File: config.mk
export PLATFORM = sky130hd
export DESIGN_NAME = lfsb_load_fault_status_bank
export DESIGN_NICKNAME = d
export VERILOG_FILES = /design/src/rtl/lfsb_pkg.sv /design/src/rtl/lfsb_load_fault_status_bank.sv
export SDC_FILE = /design/constraint.sdc
export NUM_CORES = 1
export LEC_CHECK = 0
export BUFFER_PORTS_ARGS = -buffer_cell sky130_fd_sc_hd__buf_2
export CAP_MARGIN = 40
export CORE_ASPECT_RATIO = 1.4
export CORE_UTILIZATION = 61
export CTS_BUF_LIST = sky130_fd_sc_hd__clkbuf_8
export CTS_CLUSTER_DIAMETER = 100
export CTS_CLUSTER_SIZE = 25
export DETAILED_ROUTE_END_ITERATION = 8
export PLACE_DENSITY = 0.88
export SYNTH_ARGS = -nofsm -noshare
export SYNTH_HDL_FRONTEND = slang
export SYNTH_SLANG_ARGS = --single-unit
export TNS_END_PERCENT = 50
File: constraint.sdc
create_clock -name clk_sys_i -period 3.4 [get_ports clk_sys_i]
set_clock_uncertainty 0.05 [all_clocks]
set_input_delay 0.68 -clock clk_sys_i [delete_from_list [all_inputs] [get_ports clk_sys_i]]
set_output_delay 0.68 -clock clk_sys_i [all_outputs]
set_load 0.03 [all_outputs]
File: src/rtl/lfsb_pkg.sv
// Constants for the load fault status bank
package lfsb_pkg;
  localparam int unsigned FRAME_BITS    = 16;
  localparam int unsigned RW_BIT        = 7;
  localparam logic [4:0]  ADDR_OC_UPPER = 5'b01110;
  localparam logic [4:0]  ADDR_OL_LOWER = 5'b00001;
  localparam logic [4:0]  ADDR_OL_UPPER = 5'b10001;
  localparam int unsigned ADDR_LSB      = 2;
  localparam logic [7:0]  FLAGS_RESET   = 8'h00;
  localparam logic [7:0]  UNMAPPED_DATA = 8'h00;
endpackage

File: src/rtl/lfsb_load_fault_status_bank.sv
// Latched load fault status registers with SPI slave; a full frame with address bit 7 set clears
`timescale 1ns/1ns
module lfsb_load_fault_status_bank (
  input  wire logic        clk_sys_i,
  input  wire logic        reset_n_i,
  input  wire logic        spi_cs_n_i,
  input  wire logic        spi_sclk_i,
  input  wire logic        spi_mosi_i,
  output logic             spi_miso_o,
  output logic             spi_miso_oe_o,
  input  wire logic [7:0]  oc_high_i,
  input  wire logic [7:0]  oc_low_i,
  input  wire logic [7:0]  ol_high_i,
  input  wire logic [7:0]  ol_low_i,
  output logic      [7:0]  high_side_off_o,
  output logic      [7:0]  low_side_off_o,
  output logic             global_load_error_o
);
  typedef enum logic [1:0] {LFSB_IDLE, LFSB_ADDR, LFSB_DATA} lfsb_state_t;

  lfsb_state_t state_q;
  logic [7:0]  overcurrent_upper_bridges_reg_q;
  logic [7:0]  open_load_lower_bridges_reg_q;
  logic [7:0]  open_load_upper_bridges_reg_q;
  logic [7:0]  oc_lower_q;
  logic        sclk_q;
  logic [3:0]  bit_cnt_q;
  logic [7:0]  shift_in_q;
  logic [7:0]  shift_out_q;
  logic [7:0]  addr_q;
  logic        clr_oc_u;
  logic        clr_ol_l;
  logic        clr_ol_u;
  logic        rise;
  logic        fall;
  logic        frame_end;

  // Top bit of the 5-bit address field; must precede the functions
  localparam int unsigned ADDR_FIELD_HI = lfsb_pkg::ADDR_LSB + 4;

  // Pack one 4-bridge group: high side on odd bit, low side on even bit
  function automatic logic [7:0] pack4(input logic [3:0] hi_side,
                                       input logic [3:0] lo_side);
    logic [7:0] r;
    r = 8'h00;
    for (int i = 0; i < 4; i++) begin
      r[2*i+1] = hi_side[i];
      r[2*i]   = lo_side[i];
    end
    return r;
  endfunction

  function automatic logic [7:0] reg_mux(input logic [7:0] a);
    logic [4:0] f;
    f = a[ADDR_FIELD_HI:lfsb_pkg::ADDR_LSB];
    if (f == lfsb_pkg::ADDR_OC_UPPER) begin
      return overcurrent_upper_bridges_reg_q;
    end
    else if (f == lfsb_pkg::ADDR_OL_LOWER) begin
      return open_load_lower_bridges_reg_q;
    end
    else if (f == lfsb_pkg::ADDR_OL_UPPER) begin
      return open_load_upper_bridges_reg_q;
    end
    return lfsb_pkg::UNMAPPED_DATA;
  endfunction

  assign rise      = spi_sclk_i & ~sclk_q;
  assign fall      = ~spi_sclk_i & sclk_q;
  // Clear only at the last (16th) rising edge of a full frame; short frames are dropped
  assign frame_end = (state_q == LFSB_DATA) && rise &&
                     (bit_cnt_q == 4'(lfsb_pkg::FRAME_BITS - 1));

  always_ff @(posedge clk_sys_i) begin
    if (!reset_n_i) begin
      sclk_q <= 1'b0;
    end
    else begin
      sclk_q <= spi_sclk_i;
    end
  end

  // Frame sequencer, mode 0: sample on rise, shift on fall
  always_ff @(posedge clk_sys_i) begin
    if (!reset_n_i) begin
      state_q     <= LFSB_IDLE;
      bit_cnt_q   <= 4'h0;
      shift_in_q  <= 8'h00;
      shift_out_q <= 8'h00;
      addr_q      <= 8'h00;
    end
    else if (spi_cs_n_i) begin
      state_q   <= LFSB_IDLE;
      bit_cnt_q <= 4'h0;
    end
    else begin
      case (state_q)
        LFSB_IDLE: begin
          state_q   <= LFSB_ADDR;
          bit_cnt_q <= 4'h0;
        end
        LFSB_ADDR: begin
          if (rise) begin
            shift_in_q <= {shift_in_q[6:0], spi_mosi_i};
            bit_cnt_q  <= bit_cnt_q + 4'h1;
            if (bit_cnt_q == 4'h7) begin
              addr_q      <= {shift_in_q[6:0], spi_mosi_i};
              shift_out_q <= reg_mux({shift_in_q[6:0], spi_mosi_i});
              state_q     <= LFSB_DATA;
            end
          end
        end
        LFSB_DATA: begin
          if (rise) begin
            bit_cnt_q <= bit_cnt_q + 4'h1;
            if (frame_end) begin
              state_q <= LFSB_IDLE;
            end
          end
          else if (fall && bit_cnt_q != 4'h8) begin
            shift_out_q <= {shift_out_q[6:0], 1'b0};
          end
        end
        default: state_q <= LFSB_IDLE;
      endcase
    end
  end

  always_comb begin
    spi_miso_oe_o = ~spi_cs_n_i;
    spi_miso_o    = (state_q == LFSB_DATA) ? shift_out_q[7] : 1'b0;
  end

  // Clear decode; a read keeps the flags untouched
  always_comb begin
    logic [4:0] f;
    f        = addr_q[ADDR_FIELD_HI:lfsb_pkg::ADDR_LSB];
    clr_oc_u = frame_end && addr_q[lfsb_pkg::RW_BIT] &&
               f == lfsb_pkg::ADDR_OC_UPPER;
    clr_ol_l = frame_end && addr_q[lfsb_pkg::RW_BIT] &&
               f == lfsb_pkg::ADDR_OL_LOWER;
    clr_ol_u = frame_end && addr_q[lfsb_pkg::RW_BIT] &&
               f == lfsb_pkg::ADDR_OL_UPPER;
  end

  // Set wins over clear; only reset and the clear decode clear a flag
  always_ff @(posedge clk_sys_i) begin
    if (!reset_n_i) begin
      overcurrent_upper_bridges_reg_q <= lfsb_pkg::FLAGS_RESET;
      open_load_lower_bridges_reg_q   <= lfsb_pkg::FLAGS_RESET;
      open_load_upper_bridges_reg_q   <= lfsb_pkg::FLAGS_RESET;
    end
    else begin
      overcurrent_upper_bridges_reg_q <=
        (clr_oc_u ? 8'h00 : overcurrent_upper_bridges_reg_q) |
        pack4(oc_high_i[7:4], oc_low_i[7:4]);
      open_load_lower_bridges_reg_q <=
        (clr_ol_l ? 8'h00 : open_load_lower_bridges_reg_q) |
        pack4(ol_high_i[3:0], ol_low_i[3:0]);
      open_load_upper_bridges_reg_q <=
        (clr_ol_u ? 8'h00 : open_load_upper_bridges_reg_q) |
        pack4(ol_high_i[7:4], ol_low_i[7:4]);
    end
  end

  // Bridges 1-4 latch here for shutdown; their register lies outside
  always_ff @(posedge clk_sys_i) begin
    if (!reset_n_i) begin
      oc_lower_q <= 8'h00;
    end
    else begin
      oc_lower_q <= oc_lower_q | pack4(oc_high_i[3:0], oc_low_i[3:0]);
    end
  end

  always_comb begin
    for (int i = 0; i < 4; i++) begin
      high_side_off_o[i]   = oc_lower_q[2*i+1];
      low_side_off_o[i]    = oc_lower_q[2*i];
      high_side_off_o[i+4] = overcurrent_upper_bridges_reg_q[2*i+1];
      low_side_off_o[i+4]  = overcurrent_upper_bridges_reg_q[2*i];
    end
    global_load_error_o = |{overcurrent_upper_bridges_reg_q,
                            open_load_lower_bridges_reg_q,
                            open_load_upper_bridges_reg_q};
  end

  a_oc_high_sets: assert property (@(posedge clk_sys_i)
    disable iff (!reset_n_i)
    oc_high_i[7] |=> overcurrent_upper_bridges_reg_q[7] &&
                     high_side_off_o[7])
    else $error("high side overcurrent not latched");
  a_oc_low_sets: assert property (@(posedge clk_sys_i)
    disable iff (!reset_n_i)
    oc_low_i[4] |=> overcurrent_upper_bridges_reg_q[0] &&
                    low_side_off_o[4])
    else $error("low side overcurrent not latched");
  a_ol_sets: assert property (@(posedge clk_sys_i)
    disable iff (!reset_n_i)
    ol_low_i[3] |=> open_load_lower_bridges_reg_q[6])
    else $error("open load not latched");
  a_no_self_clear: assert property (@(posedge clk_sys_i)
    disable iff (!reset_n_i)
    open_load_upper_bridges_reg_q[5] && !clr_ol_u
      |=> open_load_upper_bridges_reg_q[5])
    else $error("flag cleared without command");
  a_clear_works: assert property (@(posedge clk_sys_i)
    disable iff (!reset_n_i)
    clr_ol_l && ol_high_i[3:0] == 4'h0 && ol_low_i[3:0] == 4'h0
      |=> open_load_lower_bridges_reg_q == 8'h00)
    else $error("clear command ignored");
  a_set_beats_clr: assert property (@(posedge clk_sys_i)
    disable iff (!reset_n_i)
    clr_oc_u && oc_high_i[5] |=> overcurrent_upper_bridges_reg_q[3])
    else $error("fault lost on clear");
  a_le_or: assert property (@(posedge clk_sys_i)
    disable iff (!reset_n_i)
    global_load_error_o == (overcurrent_upper_bridges_reg_q != 8'h00 ||
      open_load_lower_bridges_reg_q != 8'h00 ||
      open_load_upper_bridges_reg_q != 8'h00))
    else $error("load error not the OR of flags");
  a_reset_zero: assert property (@(posedge clk_sys_i)
    !reset_n_i |=> open_load_upper_bridges_reg_q == 8'h00 &&
                   overcurrent_upper_bridges_reg_q == 8'h00)
    else $error("flags not zero after reset");

  c_clear_oc: cover property (@(posedge clk_sys_i) clr_oc_u);
  c_clear_ol: cover property (@(posedge clk_sys_i) clr_ol_u);
  c_le_up: cover property (@(posedge clk_sys_i) $rose(global_load_error_o));
  c_read: cover property (@(posedge clk_sys_i)
    frame_end && !addr_q[lfsb_pkg::RW_BIT]);
endmodule

## Yosys cells after proc, flatten, opt, wreduce, memory -nomap -nowiden

Cells that the tools add are included.

- Logic and storage cells: 85
- Input bits: 37
- Register bits after elaboration: 62

- Reductions and logical operators: 18
- Equality and inequality tests: 18
- Muxes and demuxes: 28
- Bitwise logic cells: 10
- Add/subtract/negate cells: 1

Operators with widths:

| kind | count |
|---|---|
| $mux 8 | 11 |
| $or 8x8->8 | 4 |
| $reduce_or 24->1 | 1 |
| $pmux 8 s2 | 1 |
| $eq 5x1->1 const B | 2 |
| $eq 5x4->1 const B | 2 |
| $eq 5x5->1 const B | 2 |
| $ne 2x2->1 const B | 5 |
| $mux 1 | 9 |
| $mux 2 | 4 |
| $pmux 4 s2 | 1 |
| $reduce_and 4->1 | 2 |
| $logic_and 1x1->1 | 7 |
| $pmux 2 s3 | 1 |
| $reduce_and 6->1 | 1 |
| $add 4x1->4 const B | 1 |
| $eq 4x3->1 const B | 1 |
| $eq 4x4->1 const B | 1 |
| $mux 4 | 1 |
| $ne 2x1->1 const B | 2 |
| $ne 4x4->1 const B | 1 |
| $not 1->1 | 4 |
| $reduce_bool 2->1 | 2 |
| $reduce_or 2->1 | 2 |
| 6 further kinds | 7 |

## Longest topological paths before layout

- Depth after elaboration: 13
- Depth in mapped cells: 9
- Mapped depth without buffers: 6

## Worst setup path after synthesis

OpenSTA, ideal clock, no wires.

- Kind: input to register
- From: in spi_cs_n_i
- To: reg addr_q[6]
- Library setup time: 134 ps
- Data required time: 3216 ps
- Buffers on the path: 3
- Path slack: 1312 ps
- Arrival time: 1905 ps
- Stages on the path: 7
- Path through: clkbuf_1 -> nor4bb_1 -> buf_2 -> and3_1 -> buf_2 -> mux2i_1 -> nor2_1

- Word-level cells in the longest chain between the ends: 2

Ends and longest elaborated chain:

| element | RTL line | source |
|---|---|---|
| start: declaration | lfsb_load_fault_status_bank.sv:6 | `input wire logic spi_cs_n_i,` |
| $not 1->1 (no line) | n/a |  |
| $reduce_and 4->1 (no line) | n/a |  |
| end signal: assignment | lfsb_load_fault_status_bank.sv:107 | `addr_q <= {shift_in_q[6:0], spi_mosi_i};` |
| end: declaration | lfsb_load_fault_status_bank.sv:30 | `logic [7:0] addr_q;` |

Every way passes these cells.
A chain may end at the register's enable or synchronous reset.

## Worst setup path in the final report

- From: reg state_q[0]
- To: out spi_miso_o

- Word-level cells in the longest chain between the ends: 2

Ends and longest elaborated chain:

| element | RTL line | source |
|---|---|---|
| start: declaration | lfsb_load_fault_status_bank.sv:21 | `lfsb_state_t state_q;` |
| start signal: assignment | lfsb_load_fault_status_bank.sv:86 | `state_q <= LFSB_IDLE;` |
| start signal: assignment | lfsb_load_fault_status_bank.sv:93 | `state_q <= LFSB_IDLE;` |
| start signal: assignment | lfsb_load_fault_status_bank.sv:99 | `state_q <= LFSB_ADDR;` |
| $eq 2x2->1 | lfsb_load_fault_status_bank.sv:131 | `spi_miso_o = (state_q == LFSB_DATA) ? shift_out_q[7] : 1'b0;` |
| $mux 1 | lfsb_load_fault_status_bank.sv:131 |  |
| end: declaration | lfsb_load_fault_status_bank.sv:9 | `output logic spi_miso_o,` |

Every way passes these cells.

==> impl_table.tex <==
\begin{tabular}{lr}
\hline
Metric & Value \\
\hline
\multicolumn{2}{l}{\textbf{Outcome}} \\
Outcome & complete, no violations \\
\multicolumn{2}{l}{\textbf{Die}} \\
Die Height & slightly above 80 µm \\
Total die area & about 4700 µm² \\
Die W & 58.1 µm \\
Ports placed on the boundary & 56 \\
Starting Density & a little under two thirds \\
Placeable Area & 4240 µm² \\
Placement Rows & 28 \\
\multicolumn{2}{l}{\textbf{Yosys}} \\
Number of synthesized flops with an enable pin & 0 \\
Flip-flop and latch count after synthesis & 60 \\
Count of warnings emitted by yosys & 0 \\
Commonest register cell after synthesis & sky130\_fd\_sc\_hd\_\_dfxtp\_1 \\
Total standard cell area after synthesis & 2690 µm² \\
Async SR Flop Fraction & 0\% \\
Synth Net Count & 342 \\
Number of cells produced by synthesis & 300 \\
Sequential fraction of the synthesis area & between 40 and 50\% \\
Mean cell area of the mapped netlist & 8.97 µm² \\
Count of unique library cells instantiated by Yosys & 45 \\
\multicolumn{2}{l}{\textbf{Cells and area}} \\
Final \#Nets & 392 \\
Number of filler cells placed in the layout & approximately 330 \\
Combined flip-flop and latch cell area & approximately 1200 µm² \\
Diodes inserted & 0 \\
Most common cell after layout, fill and taps aside & sky130\_fd\_sc\_hd\_\_nor2\_1 \\
Multi-input gate area in the final layout & 1360 µm² \\
Share of layout cells above drive strength 1 & about 23\% \\
Area growth syn-to-layout & 16.6\% \\
Commonest cells after routing, fill and taps aside & 62 x sky130\_fd\_sc\_hd\_\_nor2\_1, 60 x sky130\_fd\_sc\_hd\_\_dfxtp\_1, 55 x sky130\_fd\_sc\_hd\_\_buf\_2 \\
\multicolumn{2}{l}{\textbf{GRT}} \\
Largest net degree at the start of global routing & 35 \\
Overall routing resource usage & 27.7\% \\
First-pass GRT wire length & between 9 and 10 mm \\
Initial antenna violation count & 0 \\
Number of global-route vias before repair & $\sim$2,100 \\
Leftover overflow at the end of global routing & 0 \\
\multicolumn{2}{l}{\textbf{Worst setup path}} \\
Critical Path Sink Type & output port \\
Startpoint types & flop \\
Type of the setup path with the least slack & reg2out \\
Crit-path max FO & 20 \\
Worst R2R Path Depth & 6 \\
Data arrival at the endpoint of the critical path & approximately 1.7 ns \\
CP required & roughly 2.7 ns \\
\multicolumn{2}{l}{\textbf{Worst hold path}} \\
Hold crit path type & reg2reg \\
Min-Delay Path Depth & 2 \\
\multicolumn{2}{l}{\textbf{Place}} \\
Detailed Place HPWL & $\sim$4.4 mm \\
Weighted congestion reported at the end of routability-driven placement & 0.910 \\
IO buf count & 55 \\
\multicolumn{2}{l}{\textbf{Clock network}} \\
Number of gates resized after cts & 0 \\
Clock transition time at the flip-flop clock pins of the worst setup and hold paths & 0.06 ns \\
CTS H-Tree Depth & 3 \\
Buffer count from post-CTS setup fixing & 0 \\
Sink Count & 60 \\
Clock network latency to the later pin of the worst-skew pair & between 0.3 and 0.4 ns \\
Library cell used as clock root buffer & sky130\_fd\_sc\_hd\_\_clkbuf\_8 \\
Maximum buffer depth of the clock tree & 2 \\
Num CTS Buffers & 9 \\
CTS Hold Buffers Added & 0 \\
TritonCTS clock tree & done \\
\multicolumn{2}{l}{\textbf{Timing}} \\
Highest achievable clock rate & just over 400 MHz \\
Final setup TNS & 0 ns \\
Setup repair after global routing missed its margin & no \\
\# setup viols final & 0 \\
Final worst path period need & approximately 2.4 ns \\
Final Hold Viols & 0 \\
Final period utilization & a little under three quarters \\
Final number of max-transition violations & 0 \\
Tightest Pin Transition & roughly 0.76 ns \\
Normalized max-slew margin & 49.4\% \\
\multicolumn{2}{l}{\textbf{Routing}} \\
Drt first-iter violations & 180 \\
Post-DR wirelength/cell & 14.5 µm \\
Number of antenna-violating nets in the routed design & 0 \\
Number of vias after detailed routing & roughly 2,400 \\
DRT Wirelength & between 6 and 7 mm \\
TritonRoute pass-1 iters & 4 \\
Average via count per standard cell & $\sim$6 \\
Post-route DRC & 0 \\
\multicolumn{2}{l}{\textbf{Pwr}} \\
Worst supply voltage drop on vdd & between 0.4 and 0.5 mV \\
Portion of total power attributed to the clock network & roughly 37\% \\
Total Power Consumption & $\sim$0.0014 W \\
Power per Cell Area & about 450 nW/µm² \\
Switching fraction of total power & roughly a quarter \\
Proportion of power drawn by flip-flops and latches & a little over half \\
Cell-internal power & about 0.0011 W \\
Net switching power & 0.000355 W \\
LEAKAGE & roughly 1.2 nW \\
Proportion of power drawn by combinational gates & 9.3\% \\
\multicolumn{2}{l}{\textbf{Run}} \\
Maximum Capacitance Violations & 0 \\
\hline
\end{tabular}
==> final timing paths <==
check / slack [ns] / from / end
setup reg to reg: 0.99 / state_q[0]$_SDFFE_PP0P_ / shift_out_q[7]$_SDFFE_PN0P_
setup / recovery: 0.96 / state_q[0]$_SDFFE_PP0P_ / spi_miso_o
hold / removal: 0.41 / oc_lower_q[6]$_SDFF_PN0_ / oc_lower_q[6]$_SDFF_PN0_
hold reg to reg: 0.41 / oc_lower_q[6]$_SDFF_PN0_ / oc_lower_q[6]$_SDFF_PN0_
==> synth_stat cells, types with 2 or more instances <==
cell	count	area share, %
sky130_fd_sc_hd__nand4b_1	4	1.3
sky130_fd_sc_hd__clkbuf_1	11	1.5
sky130_fd_sc_hd__buf_2	4	0.74
sky130_fd_sc_hd__a221oi_2	7	3.9
sky130_fd_sc_hd__buf_6	2	0.84
sky130_fd_sc_hd__and3_1	3	0.70
sky130_fd_sc_hd__nand2b_1	2	0.46
sky130_fd_sc_hd__and4b_1	2	0.74
sky130_fd_sc_hd__o21ai_1	9	1.7
sky130_fd_sc_hd__ha_1	5	2.3
sky130_fd_sc_hd__nor2b_1	4	0.93
sky130_fd_sc_hd__o21ai_0	2	0.37
sky130_fd_sc_hd__nor4_1	6	1.4
sky130_fd_sc_hd__nand3_1	11	2.0
sky130_fd_sc_hd__inv_1	12	1.7
sky130_fd_sc_hd__and3b_1	2	0.65
sky130_fd_sc_hd__nor4bb_1	2	0.74
sky130_fd_sc_hd__clkinv_1	2	0.28
sky130_fd_sc_hd__a311o_1	8	3.0
sky130_fd_sc_hd__a221oi_1	7	2.3
sky130_fd_sc_hd__dfxtp_1	60	45
sky130_fd_sc_hd__and2_1	2	0.46
sky130_fd_sc_hd__nor2_1	62	8.6
sky130_fd_sc_hd__mux2i_1	16	6.0
sky130_fd_sc_hd__nand2_1	7	0.98
sky130_fd_sc_hd__a21oi_1	29	5.4
==> final cells by class <==
class | count | share of cell area, %
Timing Repair Buffer | 57 | 9.25
Tap cell | 60 | 2.39
Sequential cell | 60 | 38.3
Multi-Input combinational cell | 208 | 43.2
Clock inverter | 6 | 0.798
Clock buffer | 10 | 4.39
Inverter | 14 | 1.68
==> metrics by stage <==
step / util [%] / instances / area (µm²) / setup slack, ns / hold slack [ns]
finish: 74.0 / 415 / 3140 / 0.957 / 0.411
global route: 74.0 / 415 / 3140 / 0.747 / 0.433
CTS: 74.0 / 415 / 3140 / 0.955 / 0.415
detailed placement: 70.2 / 399 / 2970 / 1.00 / 0.400
global placement: 70.2 / 399 / 2970 / 1.18 / 0.391
floorplan: - / 300 / 2690 / 1.31 / 0.388
==> worst max-delay path, stage by stage, from the launching register on <==
cell	delay (ns)
sky130_fd_sc_hd__dfxtp_1	0.32
sky130_fd_sc_hd__inv_1	0.11
sky130_fd_sc_hd__ha_1	0.56
sky130_fd_sc_hd__and2_1	0.20
sky130_fd_sc_hd__buf_2	0.19
==> registers in the layout, indices dropped and copies added, names as in the netlist <==
| register | cells |
|---|---|
| shift_in_q | 7 |
| open_load_lower_bridges_reg_q | 8 |
| oc_lower_q | 8 |
| state_q | 2 |
| bit_cnt_q | 4 |
| addr_q | 6 |
| open_load_upper_bridges_reg_q | 8 |
| sclk_q | 1 |
| shift_out_q | 8 |
| overcurrent_upper_bridges_reg_q | 8 |
==> layer usage <==
| layer | wire length [µm] | global-route usage, % | share of wire, % |
|---|---|---|---|
| met4 | 124 | 12.1 | 2.1 |
| met3 | 250 | 6.12 | 4.2 |
| met1 | 2610 | 33.4 | 44 |
| met5 | 0 | 0 | 0 |
| met2 | 3010 | 46.7 | 50 |
==> power by group through the flow <==
stage | registers, W | clock network [W] | logic [W]
global placement | 0.000771 | 0 | 0.000128
CTS | 0.000757 | 0.000531 | 0.000132
detailed placement | 0.000772 | 0 | 0.000132
finish | 0.000758 | 0.000521 | 0.000131
global route | 0.000761 | 0.000566 | 0.000145
floorplan | 0.000792 | 0 | 0.0000588
==> kinds of logic after synthesis <==
logic type / Yosys count / synth area share, %
multiplexers: 16 / 5.95
adder cells (fa/ha/maj): 5 / 2.32
flip-flops: 60 / 44.6
buffers and inverters: 32 / 5.25
AO/OA/AOI/OAI: 72 / 19.8
AND/OR/NAND/NOR: 115 / 22.1
(Power assumes the default switching activity.)
